==> src/core/spd_pkg.sv <==
package spd_pkg;
	// Register byte addresses
	localparam logic [7:0] ADDR_SYNC_SETUP = 8'h00;
	localparam logic [7:0] ADDR_CLK_TEST   = 8'h04;
	localparam logic [7:0] ADDR_MODE       = 8'h08;
	localparam logic [7:0] ADDR_STATUS     = 8'h0c;

	// Field positions
	localparam int SYNC_EN_BIT  = 0;
	localparam int DELAY_LSB    = 1;
	localparam int DELAY_W      = 3;
	localparam int POL_BIT      = 4;
	localparam int CLK_TEST_BIT = 7;
	localparam int MODE2_BIT    = 0;
	localparam int ST_SYNC_BIT  = 0;
	localparam int ST_TSYNC_BIT = 1;
	localparam int ST_CONV_BIT  = 2;

	// Values after reset
	localparam logic                 SYNC_EN_RST  = 1'b0;
	localparam logic [DELAY_W-1:0]   DELAY_RST    = 3'h0;
	localparam logic                 POL_RST      = 1'b0;
	localparam logic                 CLK_TEST_RST = 1'b0;
	localparam logic                 MODE2_RST    = 1'b0;

	// Converter clock period in master clocks
	localparam logic [1:0] CONV_DIV_NORMAL = 2'h2;
	localparam logic [1:0] CONV_DIV_MODE2  = 2'h3;
endpackage

==> src/core/spd_sync_if.sv <==
`timescale 1ns/1ps
interface spd_sync_if;
	logic       sync_level;
	logic       enable;
	logic       polarity;
	logic [2:0] delay;
	logic       edge_seen;
	logic       pulse;
	logic       timing_sync;

	modport ctrl (
		output sync_level,
		output enable,
		output polarity,
		output delay,
		input  edge_seen,
		input  pulse,
		input  timing_sync
	);
	modport det (
		input  sync_level,
		input  enable,
		input  polarity,
		input  delay,
		output edge_seen,
		output pulse,
		output timing_sync
	);
endinterface // spd_sync_if

==> src/core/spd_sync_edge.sv <==
`timescale 1ns/1ps
module spd_sync_edge (
	// Clock and reset
	input  wire logic core_clk,
	input  wire logic srst,
	// Sync path
	spd_sync_if.det   sif
);
	logic       prev;
	logic [6:0] hist;
	logic [7:0] taps;

	always_ff @(posedge core_clk) begin
		if (srst) begin
			prev <= 1'b0;
		end else begin
			prev <= sif.sync_level;
		end
	end

	assign sif.edge_seen = sif.enable &&
		(sif.polarity ? (sif.sync_level && !prev)
		              : (!sif.sync_level && prev));

	always_ff @(posedge core_clk) begin
		if (srst) begin
			hist <= 7'h00;
		end else begin
			hist <= {hist[5:0], sif.edge_seen};
		end
	end

	assign taps = {hist, sif.edge_seen};
	assign sif.pulse = sif.enable && taps[sif.delay];

	always_ff @(posedge core_clk) begin
		if (srst) begin
			sif.timing_sync <= 1'b0;
		end else if (sif.enable) begin
			sif.timing_sync <= sif.pulse;
		end else begin
			sif.timing_sync <= sif.sync_level;
		end
	end

	genvar d;
	generate
		for (d = 0; d < 8; d++) begin : g_dly
			localparam int D = d;

		end
	endgenerate
endmodule // spd_sync_edge

==> src/core/spd_timing_front.sv <==
// Behaviour
// - Detection off: raw sync input goes straight to timing.
// - Detection on: a generated pulse from a sync edge goes to timing.
// - Generated pulse lags the detected edge by exactly the delay field.
// - Detection off: delay and polarity fields have no effect.
// - Polarity 0 detects falling edges, 1 detects rising edges.
// - Test select clear: nibble outputs carry converted sample data.
// - Test select set: bit3 pulse, bit2 video clock, bit1 converter clock.
// - Converter clock is two master clocks, three in second mode.
//
// Local design decisions: the address map and the APB register port.
`timescale 1ns/1ps
module spd_timing_front (
	// Clock and reset
	input  wire logic        core_clk,
	input  wire logic        srst,
	// APB slave
	input  wire logic [7:0]  paddr,
	input  wire logic        psel,
	input  wire logic        penable,
	input  wire logic        pwrite,
	input  wire logic [31:0] pwdata,
	output logic      [31:0] prdata,
	output logic             pready,
	output logic             pslverr,
	// Sync pin
	input  wire logic        video_sample_sync_input,
	// Timing controller side
	input  wire logic        video_sample_clk,
	input  wire logic        reset_sample_clk,
	output logic             timing_sync,
	output logic             converter_clk,
	// Data path
	input  wire logic [3:0]  sample_nibble,
	output logic      [3:0]  nibble_output
);
	logic       sync_edge_detect_enable;
	logic [2:0] sync_pulse_delay;
	logic       sync_edge_polarity;
	logic       clock_test_select;
	logic       second_mode;
	logic [2:0] sync_pipe;
	logic       sync_level;
	logic [1:0] div_cnt;
	logic [1:0] div_len;
	logic       wr_en;
	logic       mode_wr;

	spd_sync_if sif ();

	function automatic logic addr_known(input logic [7:0] a);
		return a == spd_pkg::ADDR_SYNC_SETUP || a == spd_pkg::ADDR_CLK_TEST ||
			a == spd_pkg::ADDR_MODE || a == spd_pkg::ADDR_STATUS;
	endfunction

	// Zero wait states: every access completes in one access cycle
	assign pready  = 1'b1;
	assign pslverr = psel && penable && !addr_known(paddr);
	assign wr_en   = psel && penable && pwrite && addr_known(paddr);
	assign mode_wr = wr_en && paddr == spd_pkg::ADDR_MODE;

	always_ff @(posedge core_clk) begin
		if (srst) begin
			sync_edge_detect_enable <= spd_pkg::SYNC_EN_RST;
			sync_pulse_delay        <= spd_pkg::DELAY_RST;
			sync_edge_polarity      <= spd_pkg::POL_RST;
		end else if (wr_en && paddr == spd_pkg::ADDR_SYNC_SETUP) begin
			sync_edge_detect_enable <= pwdata[spd_pkg::SYNC_EN_BIT];
			sync_pulse_delay        <=
				pwdata[spd_pkg::DELAY_LSB +: spd_pkg::DELAY_W];
			sync_edge_polarity      <= pwdata[spd_pkg::POL_BIT];
		end
	end

	always_ff @(posedge core_clk) begin
		if (srst) begin
			clock_test_select <= spd_pkg::CLK_TEST_RST;
		end else if (wr_en && paddr == spd_pkg::ADDR_CLK_TEST) begin
			clock_test_select <= pwdata[spd_pkg::CLK_TEST_BIT];
		end
	end

	always_ff @(posedge core_clk) begin
		if (srst) begin
			second_mode <= spd_pkg::MODE2_RST;
		end else if (mode_wr) begin
			second_mode <= pwdata[spd_pkg::MODE2_BIT];
		end
	end

	// Read data latched in setup so it is steady through access
	always_ff @(posedge core_clk) begin
		if (srst) begin
			prdata <= 32'h0000_0000;
		end else if (psel && !penable) begin
			prdata <= 32'h0000_0000;
			unique case (paddr)
				spd_pkg::ADDR_SYNC_SETUP: begin
					prdata[spd_pkg::SYNC_EN_BIT] <= sync_edge_detect_enable;
					prdata[spd_pkg::DELAY_LSB +: spd_pkg::DELAY_W] <=
						sync_pulse_delay;
					prdata[spd_pkg::POL_BIT] <= sync_edge_polarity;
				end
				spd_pkg::ADDR_CLK_TEST: begin
					prdata[spd_pkg::CLK_TEST_BIT] <= clock_test_select;
				end
				spd_pkg::ADDR_MODE: begin
					prdata[spd_pkg::MODE2_BIT] <= second_mode;
				end
				spd_pkg::ADDR_STATUS: begin
					prdata[spd_pkg::ST_SYNC_BIT]  <= sync_level;
					prdata[spd_pkg::ST_TSYNC_BIT] <= sif.timing_sync;
					prdata[spd_pkg::ST_CONV_BIT]  <= converter_clk;
				end
				default: begin
					prdata <= 32'h0000_0000;
				end
			endcase
		end
	end

	// Pin synchroniser; a change needs two agreeing late stages
	always_ff @(posedge core_clk) begin
		if (srst) begin
			sync_pipe <= 3'h0;
		end else begin
			sync_pipe <= {sync_pipe[1:0], video_sample_sync_input};
		end
	end

	always_ff @(posedge core_clk) begin
		if (srst) begin
			sync_level <= 1'b0;
		end else if (sync_pipe[1] == sync_pipe[2]) begin
			sync_level <= sync_pipe[2];
		end
	end

	assign sif.sync_level = sync_level;
	assign sif.enable     = sync_edge_detect_enable;
	assign sif.polarity   = sync_edge_polarity;
	assign sif.delay      = sync_pulse_delay;

	spd_sync_edge u_edge (
		.core_clk (core_clk),
		.srst     (srst),
		.sif      (sif)
	);

	assign timing_sync = sif.timing_sync;

	assign div_len = second_mode ? spd_pkg::CONV_DIV_MODE2
	                             : spd_pkg::CONV_DIV_NORMAL;

	// Wrap at or past the end: after a mode change the count never runs past the end
	always_ff @(posedge core_clk) begin
		if (srst) begin
			div_cnt <= 2'h0;
		end else if (div_cnt >= div_len - 2'h1) begin
			div_cnt <= 2'h0;
		end else begin
			div_cnt <= div_cnt + 2'h1;
		end
	end

	always_ff @(posedge core_clk) begin
		if (srst) begin
			converter_clk <= 1'b0;
		end else begin
			converter_clk <= (div_cnt == 2'h0);
		end
	end

	always_ff @(posedge core_clk) begin
		if (srst) begin
			nibble_output <= 4'h0;
		end else if (clock_test_select) begin
			nibble_output <= {sif.pulse, video_sample_clk,
				converter_clk, reset_sample_clk};
		end else begin
			nibble_output <= sample_nibble;
		end
	end
endmodule // spd_timing_front

==> config.mk <==
export PLATFORM = sky130hd
export DESIGN_NAME = spd_timing_front
export DESIGN_NICKNAME = d
export VERILOG_FILES = /design/src/core/spd_pkg.sv /design/src/core/spd_sync_if.sv /design/src/core/spd_sync_edge.sv /design/src/core/spd_timing_front.sv
export SDC_FILE = /design/constraint.sdc
export NUM_CORES = 1
export LEC_CHECK = 0
export ABC_AREA = 0
export BUFFER_PORTS_ARGS = -buffer_cell sky130_fd_sc_hd__buf_2
export CAP_MARGIN = 20
export CORE_ASPECT_RATIO = 0.9
export CORE_MARGIN = 4
export CORE_UTILIZATION = 46
export DETAILED_ROUTE_END_ITERATION = 10
export PLACE_DENSITY = 0.84
export SLEW_MARGIN = 10
export SYNTH_ARGS = -nofsm -noshare
export SYNTH_HDL_FRONTEND = slang
export SYNTH_SLANG_ARGS = --single-unit
export TNS_END_PERCENT = 5
==> constraint.sdc <==
create_clock -name core_clk -period 3 [get_ports core_clk]
set_input_delay 0.45 -clock core_clk [delete_from_list [all_inputs] [get_ports core_clk]]
set_output_delay 0.45 -clock core_clk [all_outputs]
set_load 0.01 [all_outputs]
## Yosys cells after proc, flatten, opt, wreduce, memory -nomap -nowiden

Index checks and enable logic that the tools add are counted.

- Bits in registers: 33
- Bits in latches: 0
- Memory bits (writable): 0
- Memory bits (read-only): 0
- Input bits: 52
- Logic and storage cells: 54
- Memories: 0

- Add/subtract/negate cells: 2
- $mul: 0
- Divide/modulo/power cells: 0
- $lt $le $gt $ge: 2
- Equality and inequality tests: 4
- Shift-type cells: 0
- Multiplexer cells: 10
- Bitwise gates (word level): 0
- Reductions and logical operators: 22

Operator list:

| kind | number |
|---|---|
| 8-bit by 4-bit == test with 1-bit output (second input constant) | 2 |
| 1-bit logical AND | 12 |
| 8-bit by 3-bit == test with 1-bit output (second input constant) | 1 |
| 8-bit logical NOT | 1 |
| 1-bit 2-to-1 mux | 5 |
| 1-bit logical NOT | 4 |
| 3-bit by 4-bit < comparator with 1-bit output (second input constant) | 1 |
| 4-bit 2-to-1 mux | 1 |
| 2-bit one-hot mux with 2 select lines | 1 |
| 1-bit binary-select mux with 3-bit select | 1 |
| 1-bit logical OR | 3 |
| 1-bit one-hot mux with 3 select lines | 1 |
| 2-bit by 1-bit adder with 2-bit output (second input constant) | 1 |
| 2-bit >= comparator | 1 |
| 2-bit logical NOT | 1 |
| 2-bit 2-to-1 mux | 1 |
| 2-bit OR reduction | 1 |
| 2-bit by 1-bit subtractor with 2-bit output (second input constant) | 1 |
| 1-bit == test | 1 |

## Depth between registers and ports, before layout

Gate-level depths: netlist (run 1).

- Depth after elaboration: 8
- Gate-level depth with buffers: 5

## By module

A second synthesis (run 1) with hierarchy kept.

- Cells, all modules: 165
- Area, all modules: 1655.3 um^2

By module, submodules not included:

| module | instances | cells each | area each (um^2) | seq. area each (um^2) |
|---|---|---|---|---|
| spd_timing_front | 1 | 128 | 1262.5 | 480.5 |
| spd_sync_edge | 1 | 37 | 392.9 | 180.2 |

## Least setup slack after synthesis (run 1)

No wires, ideal clock.

- Kind: input to output
- From: input paddr[7]
- To: output pslverr
- Arrival: 1.215 ns
- Setup slack: 1.335 ns
- Stages on the path: 4
- Cells stage by stage: nor4_1 and2_1 buf_2 nor2_1

- Cells in the longest elaborated chain, start to end: 6
- Elaborated cells on any way between the ends: 9
- Those cells by class: 3 x eq/ne; 6 x reduce/logical

RTL lines:

| what | line | text |
|---|---|---|
| start: declaration | spd_timing_front.sv:18 | `input wire logic [7:0] paddr,` |
| 8-bit by 3-bit == test with 1-bit output / 8-bit logical NOT (equally long branches) | spd_timing_front.sv:52 | `return a == spd_pkg::ADDR_SYNC_SETUP \|\| a == spd_pkg::ADDR_CLK_TEST \|\|` |
| 1-bit logical OR (2 in a row) | spd_timing_front.sv:52 |  |
| 1-bit logical OR * | spd_timing_front.sv:53 | `a == spd_pkg::ADDR_MODE \|\| a == spd_pkg::ADDR_STATUS;` |
| 1-bit logical NOT * | spd_timing_front.sv:58 | `assign pslverr = psel && penable && !addr_known(paddr);` |
| 1-bit logical AND * | spd_timing_front.sv:58 |  |
| end: declaration | spd_timing_front.sv:25 | `output logic pslverr,` |

Every way passes the cells marked *; elsewhere a longest branch is shown, timed or not.

## Final worst setup path (run 1)

Ends and elaborated chain as after synthesis.

==> results of run 1 <==
-- where the power goes --
part | switching (mW) | internal, mW
clock | 0.142 | 0.182
sequential | 0.0110 | 0.459
combinational | 0.0707 | 0.0504
-- cell families (layout without fill, tap and decap cells) --
logic type,after synthesis,after routing
AOI/OAI and AO/OA,19,19
adders and majority gates,3,3
buffers and inverters,38,50
DFF,33,33
muxes,14,14
other,2,27
and+or+nand+nor,58,58
-- cells in the mapped netlist (2+ instances only) --
master	instances
sky130_fd_sc_hd__nand4_1	5
sky130_fd_sc_hd__ha_1	3
sky130_fd_sc_hd__a21oi_1	8
sky130_fd_sc_hd__nand2_1	7
sky130_fd_sc_hd__mux2i_1	13
sky130_fd_sc_hd__buf_4	27
sky130_fd_sc_hd__nor2_1	18
sky130_fd_sc_hd__nor2b_1	14
sky130_fd_sc_hd__nand3_1	4
sky130_fd_sc_hd__a22o_1	3
sky130_fd_sc_hd__dfxtp_1	33
sky130_fd_sc_hd__conb_1	2
sky130_fd_sc_hd__nand2b_1	4
sky130_fd_sc_hd__a2111oi_0	2
sky130_fd_sc_hd__clkbuf_1	3
sky130_fd_sc_hd__inv_1	5
sky130_fd_sc_hd__and2_1	2
-- per-stage QoR --
step	hold WS, ns	total power [mW]	utilization	setup slack [ns]
4_1_cts	0.367	0.932	0.553	0.940
2_1_floorplan	0.399	0.581	-	1.34
5_1_grt	0.399	0.967	0.553	0.881
3_3_place_gp	0.410	0.593	0.525	0.943
3_5_place_dp	0.428	0.601	0.525	0.943
6_report	0.385	0.915	0.553	0.934
-- cell type report --
class,instances,area (um^2)
clock buffer,7,86.3
fill,305,1400
inverter,5,18.8
multi-input combinational,121,726
sequential,33,661
tap,42,52.6
timing repair buffer,38,190
-- flip-flops by register name (all words and copies together) (netlist names) --
name,count
second_mode,1
sif.polarity,1
u_edge.hist,7
sync_pipe,3
div_cnt,2
nibble_output,4
converter_clk,1
sif.delay,3
prdata,6
u_edge.prev,1
u_edge.sif.timing_sync,1
sif.enable,1
sif.sync_level,1
clock_test_select,1
-- metal layers --
metal	vias to the layer above	track usage	share of wire
li1	579	-	-
met1	494	0.150	0.43
met2	45	0.208	0.46
met3	6	0.0691	0.097
met4	0	0.0512	0.016
met5	-	0	0
-- cell usage in the layout (no fill, tap or decap), drive strengths merged, types with 2 or more instances in the layout --
master | Yosys | layout
buf | 30 | 38
dfxtp | 33 | 33
conb | 2 | 27
nor2 | 18 | 18
nor2b | 14 | 14
mux2i | 13 | 13
a21oi | 8 | 8
nand2 | 7 | 7
clkbuf | 3 | 7
inv | 5 | 5
nand4 | 5 | 5
nand3 | 4 | 4
nand2b | 4 | 4
a22o | 3 | 3
ha | 3 | 3
and2 | 2 | 2
a2111oi | 2 | 2
-- worst max-delay path by stage --
stage,start,endpoint,slack [ns],cells past startpoint
floorplan,paddr[7],pslverr,1.34,4
global placement,paddr[7],pslverr,0.94,5
detailed placement,paddr[7],pslverr,0.94,5
CTS,paddr[7],pslverr,0.94,5
global route,paddr[7],pslverr,0.88,5
finish,paddr[7],pslverr,0.93,5
-- critical path: stages --
cell	delay [ns]
sky130_fd_sc_hd__buf_2	0.09
sky130_fd_sc_hd__nor4_1	0.47
sky130_fd_sc_hd__and2_1	0.38
sky130_fd_sc_hd__nor2_1	0.08
sky130_fd_sc_hd__buf_2	0.14
==> results by stage, run 1 <==
Synth:
- The share of synthesized flip-flops with an asynchronous set or reset is 0.
- The area fraction in compound gates after synthesis is 0.0891.
- The post-synthesis register bit count is 33.
- In the synthesized netlist, the number of instances is 167.
- Counting flops with a built-in enable in the synthesized netlist gives 0.
- The area share of and/or/nand/nor cells after synthesis is 0.192.
- Of the post-synthesis cell area, the dominant cell type holds 0.428.
- Of the total synthesized cell area, the portion taken by XOR and XNOR cells is 0.
- Among all flip-flop cells after synthesis, the most frequent one is sky130_fd_sc_hd__dfxtp_1.
- Yosys attributes the largest share of cell area to sky130_fd_sc_hd__dfxtp_1 43%, sky130_fd_sc_hd__buf_4 13%, sky130_fd_sc_hd__mux2i_1 8.4%, sky130_fd_sc_hd__nor2b_1 5.7%, sky130_fd_sc_hd__nor2_1 4.4%.
- The combinational family with the most area after synthesis is simple AND/OR/NAND/NOR gates.
- The arithmetic-cell share of the synthesized area counting full adders, half adders and majority gates is 0.0243.
- The total of warnings raised by yosys is 0.
- Of all cell types, the one taking the most synthesized area is sky130_fd_sc_hd__dfxtp_1.
- For this run, the register share of the synthesized area comes to 0.428.
- The number of distinct library cells after synthesis is 31.
- The average cell area after synthesis is 9.25 um^2.
- The cell area after synthesis is about 0.0015 mm^2.
- The share of cell area taken by muxes after synthesis is 0.0988.

Clock network:
- The clock tree root driver cell is sky130_fd_sc_hd__clkbuf_8.
- After clock tree synthesis, the clock-pin slew on the worst setup and hold paths is 0.06 ns.
- The post-CTS setup buffer count is 0.
- The clock latency at the later pin of the worst-skew pair is roughly 0.28 ns.
- The deepest clock path buffer count is 2.
- TritonCTS created 5 clock buffers.
- The number of gates given a new drive strength after cts is 0.
- The H-tree depth reported by CTS is 2.
- The CTS tree is built.
- Clock tree synthesis found a total of 33 sinks.
- The hold buffer count at cts is 0.

Place:
- The half-perimeter wire length after placement is approximately 2200 um.
- The number of cells after detailed placement is about 240.
- In this run the tool buffered the top-level ports with 38 buffer cells.
- The congestion estimate from routability-driven global placement came to 0.788.
- Once placement finished, the instance area stood at between 0.0015 and 0.002 mm^2.

Global routing:
- The initial antenna violation count was 0.
- The number of global-route vias before repair is ~1000.
- The global-route wire length before repair is 4540 um.
- The total global routing track utilization is 0.132.
- The global route total overflow is 0.
- The maximum number of pins on one net before global-route repair is 33.

Setup path:
- STA classifies the critical path endpoint as a primary output.
- STA classifies the critical path startpoint as an input port.
- The cell depth of the worst flop-to-flop path is 4.
- The origin of the critical flop-to-flop path is sif.delay[1].
- The setup slack on the worst flop-to-flop path is about 1.5 ns.
- The required time of the critical path is 2.55 ns.
- In this run the critical register-to-register path is captured at nibble_output[3].
- In this run the worst path has a maximum fanout of 9.
- The classification of the worst setup path is input port to primary output.
- The arrival time at the worst endpoint is 1.62 ns.

Final layout:
- 0 antenna diodes ended up in the layout.
- The post-synthesis to final-layout area growth is 12.2%.
- Summing all non-filler instances in the final layout gives an area of 0.00173 mm^2.
- In the final layout, the share of cells above drive strength 1 is 0.235.
- The count of cells in the finished layout, fillers not included, comes to 246.
- The number of nets in the layout is 259.

Die:
- The floorplan step defined a core boundary enclosing 0.00314 mm^2.
- The die area is ~0.0044 mm^2.
- The top-level I/O count is 92.
- The number of rows created at floorplan is 19.
- For this configuration, the core starts out at a cell density of 0.492.
- The horizontal die dimension is roughly 69 um.
- From bottom edge to top edge, the die measures 63.0 um.

Timing:
- The final hold violation count is 0.
- Setup repair after global routing left no endpoint under its margin.
- Setup total negative slack on the finished layout was measured at 0 ns.
- The minimum clock period after layout is approximately 2.1 ns.
- For the final database, setup skew stands at about 0.0025 ns.
- The final max-slew violation count is 0.
- The headroom to the max-slew limit is 0.640.
- At the pin with the least slew margin, the transition time is ~0.54 ns.
- Setup violations remaining at the end of the flow were counted as 0.
- In the finished design, the share of the clock period the worst path needs comes to 0.689.
- Timing would allow up to 0.484 GHz.

Power:
- The power per unit of standard cell area is 528 mW/mm^2.
- The worst voltage drop across the vdd grid is 0.268 mV.
- For this design the static power due to leakage is 0.807 nW.

Drt:
- The iteration-0 DRC count of the detailed router is 41.
- For this run, design rule violations remaining after detail routing come to 0.
- In the routed layout, each cell is associated on average with a via count of 4.57.
- In the final routed layout, each cell accounts on average for 11.5 um.
- The count of nets left with antenna violations once routing finished came out at 0.
- The detailed-routing iteration count for the pre-antenna-repair pass is 4.
- Across all layers, the routed design uses 1124 vias.
- The detailed-route wire length is 2820 um.

Worst hold path:
- The type of the worst min-delay path is input port to flip-flop.
- The depth of the worst hold-timing path is 2.
- The worst min-delay path startpoint is video_sample_sync_input.
- The worst hold path terminates at sync_pipe[0].

Run status:
- The run finished with clean final reports.

Run:
- Across the run, the number of max-cap violations was 0.
Power figures use the tool's default switching activity.
==> run 2: changes to the inputs <==
--- a/config.mk
+++ b/config.mk
@@ -10,9 +10,9 @@
 export CAP_MARGIN = 20
 export CORE_ASPECT_RATIO = 0.9
 export CORE_MARGIN = 4
-export CORE_UTILIZATION = 46
+export CORE_UTILIZATION = 39
 export DETAILED_ROUTE_END_ITERATION = 10
-export PLACE_DENSITY = 0.84
+export PLACE_DENSITY = 0.76
 export SLEW_MARGIN = 10
 export SYNTH_ARGS = -nofsm -noshare
 export SYNTH_HDL_FRONTEND = slang
==> constraint.sdc (replaced) <==
create_clock -name core_clk -period 1.85 [get_ports core_clk]
set_input_delay 0.2775 -clock core_clk [delete_from_list [all_inputs] [get_ports core_clk]]
set_output_delay 0.2775 -clock core_clk [all_outputs]
set_load 0.01 [all_outputs]
==> run 2 against run 1 <==
Net effect:
- first-iteration DRC count up 9.8%
- combinational power up 61%
- final cell count up 2.8%
- global-route usage down 1.1 points
- clock skew up 0.00082 ns
- sequential power up 62%
- utilization down 8.4 points
- sequential cell count unchanged
- total power up 62%
- setup slack worse by 0.63 ns
- critical endpoint is now nibble_output[3]
- largest power group unchanged
- highest routed layer unchanged
==> results by stage, run 2 (synthesis gave the netlist of run 1 again) <==
Final layout:
- The top cell types in the final layout, fill and taps aside, are 38 x sky130_fd_sc_hd__buf_2, 33 x sky130_fd_sc_hd__dfxtp_1, 27 x sky130_fd_sc_hd__conb_1, 18 x sky130_fd_sc_hd__nor2_1, 14 x sky130_fd_sc_hd__nor2b_1.
- The area growth from synthesis to layout is 14.0%.
- The total area of multi-input combinational cells is 726 um^2 (unchanged).
- The number of nets in the layout came to 262 (+1.2%).
- The share of the core filled with cells is 0.469 (-0.0838).
- The area taken by flip-flops and latches was 661 um^2 (unchanged).
- Counting flops per register, the top entry is u_edge.hist.
- The area of all placed cells without fillers is 0.00176 mm^2 (+1.6%).
- The library cell used most frequently in the layout, excluding fill and tap cells, is sky130_fd_sc_hd__buf_2.
- The number of fill cells is 374 (+23%).
- The final antenna diode count is 0 (unchanged).
- The number of flip-flops in the largest register came to 7 (unchanged).
- The largest registers in the layout are u_edge.hist (7), prdata (6), nibble_output (4).
- The fraction of final layout cells with drive strength greater than 1 is 0.246 (+0.0111).
- The final non-filler cell total is 253 (+2.8%).

Die:
- The top-level I/O count was 92 (unchanged).
- The horizontal die dimension was 74.4 um (+7.6%).
- The initial core utilization is 0.411 (-0.0812).
- The core area is 0.00376 mm^2 (+20%).
- The number of rows created at floorplan came to 21 (+2).
- The die area came to 0.00503 mm^2 (+16%).
- The vertical extent of the die is 67.7 um (+7.5%).

Drt:
- The final antenna-violating net count came to 0 (unchanged).
- The detailed-routing iteration count for the pre-antenna-repair pass was 2 (-2).
- The detailed-route wire length is 2870 um (+1.7%).
- The DRC violation count after routing is 0 (unchanged).
- The average wire per cell in the routed design is 11.3 um (-1.1%).
- The iteration-0 DRC count of the detailed router was 45 (+9.8%).
- The number of vias per cell after detailed routing is 4.46 (-2.3%).
- The total vias in the final route is 1129 (+0.44%).

Clock network:
- The deepest clock path buffer count is 2 (unchanged).
- The clock transition at the registers of the reported paths is 0.06 ns (about the same).
- The TritonCTS buffer count came to 5 (unchanged).
- The H-tree depth reported by CTS is 2 (unchanged).
- The CTS tree is built.
- Clock tree synthesis selected as its root buffer the cell sky130_fd_sc_hd__clkbuf_8.
- The hold buffer count at cts came to 0 (unchanged).
- The CTS sink count is 33 (unchanged).
- The clock latency at the later pin of the worst-skew pair is 0.28 ns (about the same).
- The number of gates given a new drive strength after cts was 0 (unchanged).
- The post-CTS setup buffer count is 0 (unchanged).

Place:
- The instance area after placement is 0.00168 mm^2 (+1.7%).
- The final weighted congestion in routability-driven placement is 0.799 (+1.3%).
- The number of cells after detailed placement is 246 (+2.9%).
- The count of input and output buffers came to 38 (unchanged).
- The worst slack after detailed placement is 0.322 ns (-0.621 ns).
- The half-perimeter wire length after placement is 2240 um (+3.6%).

Setup path:
- The total buffers and inverters traversed by the critical path came to 0 (-2).
- The origin of the critical flop-to-flop path is sif.delay[1].
- Among all stages on the critical path, the largest delay is contributed by sky130_fd_sc_hd__dfxtp_1.
- The worst setup path is captured at a flip-flop.
- The family with the most delay on the worst path is multiplexers.
- The required time of the critical path was 2.07 ns (-0.48 ns).
- The largest fanout on the critical path is 7 (-2).
- The setup slack on the worst flop-to-flop path is 0.30 ns (-1.19 ns).
- The arrival time at the worst endpoint is 1.77 ns (+0.15 ns).
- By startpoint and endpoint, the worst setup path is classified as flip-flop to flip-flop.
- The cell depth of the worst flop-to-flop path is 4 (unchanged).
- The capturing point of the worst reg2reg path is nibble_output[3].
- The peak per-stage delay on the critical path is 0.51 ns (+0.04 ns).
- The nature of the critical path startpoint is a flip-flop.
- The critical path goes through mux2i_1 -> mux4_2 -> a211oi_2 -> a22o_1.

Power:
- The worst voltage drop across the vdd grid was 0.395 mV (+47%).
- The leakage dissipation came to 0.821 nW (+1.8%).
- The overall power after layout came to 1.48 mW (+62%).
- The power per unit of standard cell area was 842 mW/mm^2 (+60%).

Worst hold path:
- The depth of the worst hold-timing path is 2 (unchanged).
- The worst hold path terminates at sync_pipe[0].
- The path class of the tightest hold or removal check is input port to flip-flop.
- The worst min-delay path startpoint is video_sample_sync_input.

Timing:
- The final hold violation count was 0 (unchanged).
- Setup repair after global routing left no endpoint under its margin.
- The smallest hold slack was 0.204 ns (-0.181 ns).
- The peak clock frequency supported by timing is 0.645 GHz.
- The number of setup violations in the final report was 0 (unchanged).
- The worst clock skew is 0.00330 ns (+0.000815 ns).
- The final total negative setup slack was 0 ns (unchanged).
- The post-layout worst setup margin is 0.301 ns (-0.633 ns).
- The final max-slew violation count is 0 (unchanged).
- The minimum clock period after layout is 1.55 ns.
- The share of the clock period used by the worst path after layout is 0.837.

Global routing:
- The initial antenna violation count is 0 (unchanged).
- The total global routing track utilization is 0.121 (-0.0112).
- The global route total overflow came to 0 (unchanged).
- The maximum number of pins on one net before global-route repair is 19 (-42%).
- The global-route wire length before repair is 4490 um (-1.2%).
- The number of global-route vias before repair is 1036 (+3.3%).

Run:
- The number of maximum-capacitance violations is 0 (unchanged).

Run status:
- The flow ran to the end, and the final reports show no timing, DRC or antenna violations.
-- run 2: area by class of cell --
| class | instances | share of cell area |
|---|---|---|
| inverter | 5 | 0.0107 |
| tap | 46 | 0.0327 |
| multi-input combinational | 121 | 0.412 |
| sequential | 33 | 0.375 |
| clock buffer | 7 | 0.0490 |
| timing repair buffer | 41 | 0.121 |
-- run 2: worst max path at each step --
stage | startpoint | endpoint | slack (ns) | depth (start not counted)
3_5_place_dp | sif.delay[1] | nibble_output[3] | 0.32 | 4
6_report | sif.delay[1] | nibble_output[3] | 0.30 | 4
5_1_grt | sif.delay[1] | nibble_output[3] | 0.21 | 4
2_1_floorplan | paddr[7] | sif.delay[0] | 0.49 | 4
3_3_place_gp | paddr[7] | prdata[3] | 0.33 | 6
4_1_cts | sif.delay[1] | nibble_output[3] | 0.30 | 4
-- run 2: per-layer routing --
metal | wire (um) | part of all wire | global-route usage
met5 | 0 | 0 | 0
met4 | 63 | 0.022 | 0.0733
met3 | 245 | 0.085 | 0.0387
met2 | 1280 | 0.45 | 0.196
met1 | 1280 | 0.45 | 0.138
-- run 2: worst register-to-register path, stage by stage (launching register included) --
cell and delay, ns:
sky130_fd_sc_hd__dfxtp_1 0.51, sky130_fd_sc_hd__mux2i_1 0.12, sky130_fd_sc_hd__mux4_2 0.49, sky130_fd_sc_hd__a211oi_2 0.20, sky130_fd_sc_hd__a22o_1 0.18
-- run 2: power breakdown --
group / internal [mW] / switching [mW] / total, mW
registers: 0.744 / 0.0172 / 0.762
clock network: 0.294 / 0.232 / 0.526
logic: 0.0815 / 0.113 / 0.195
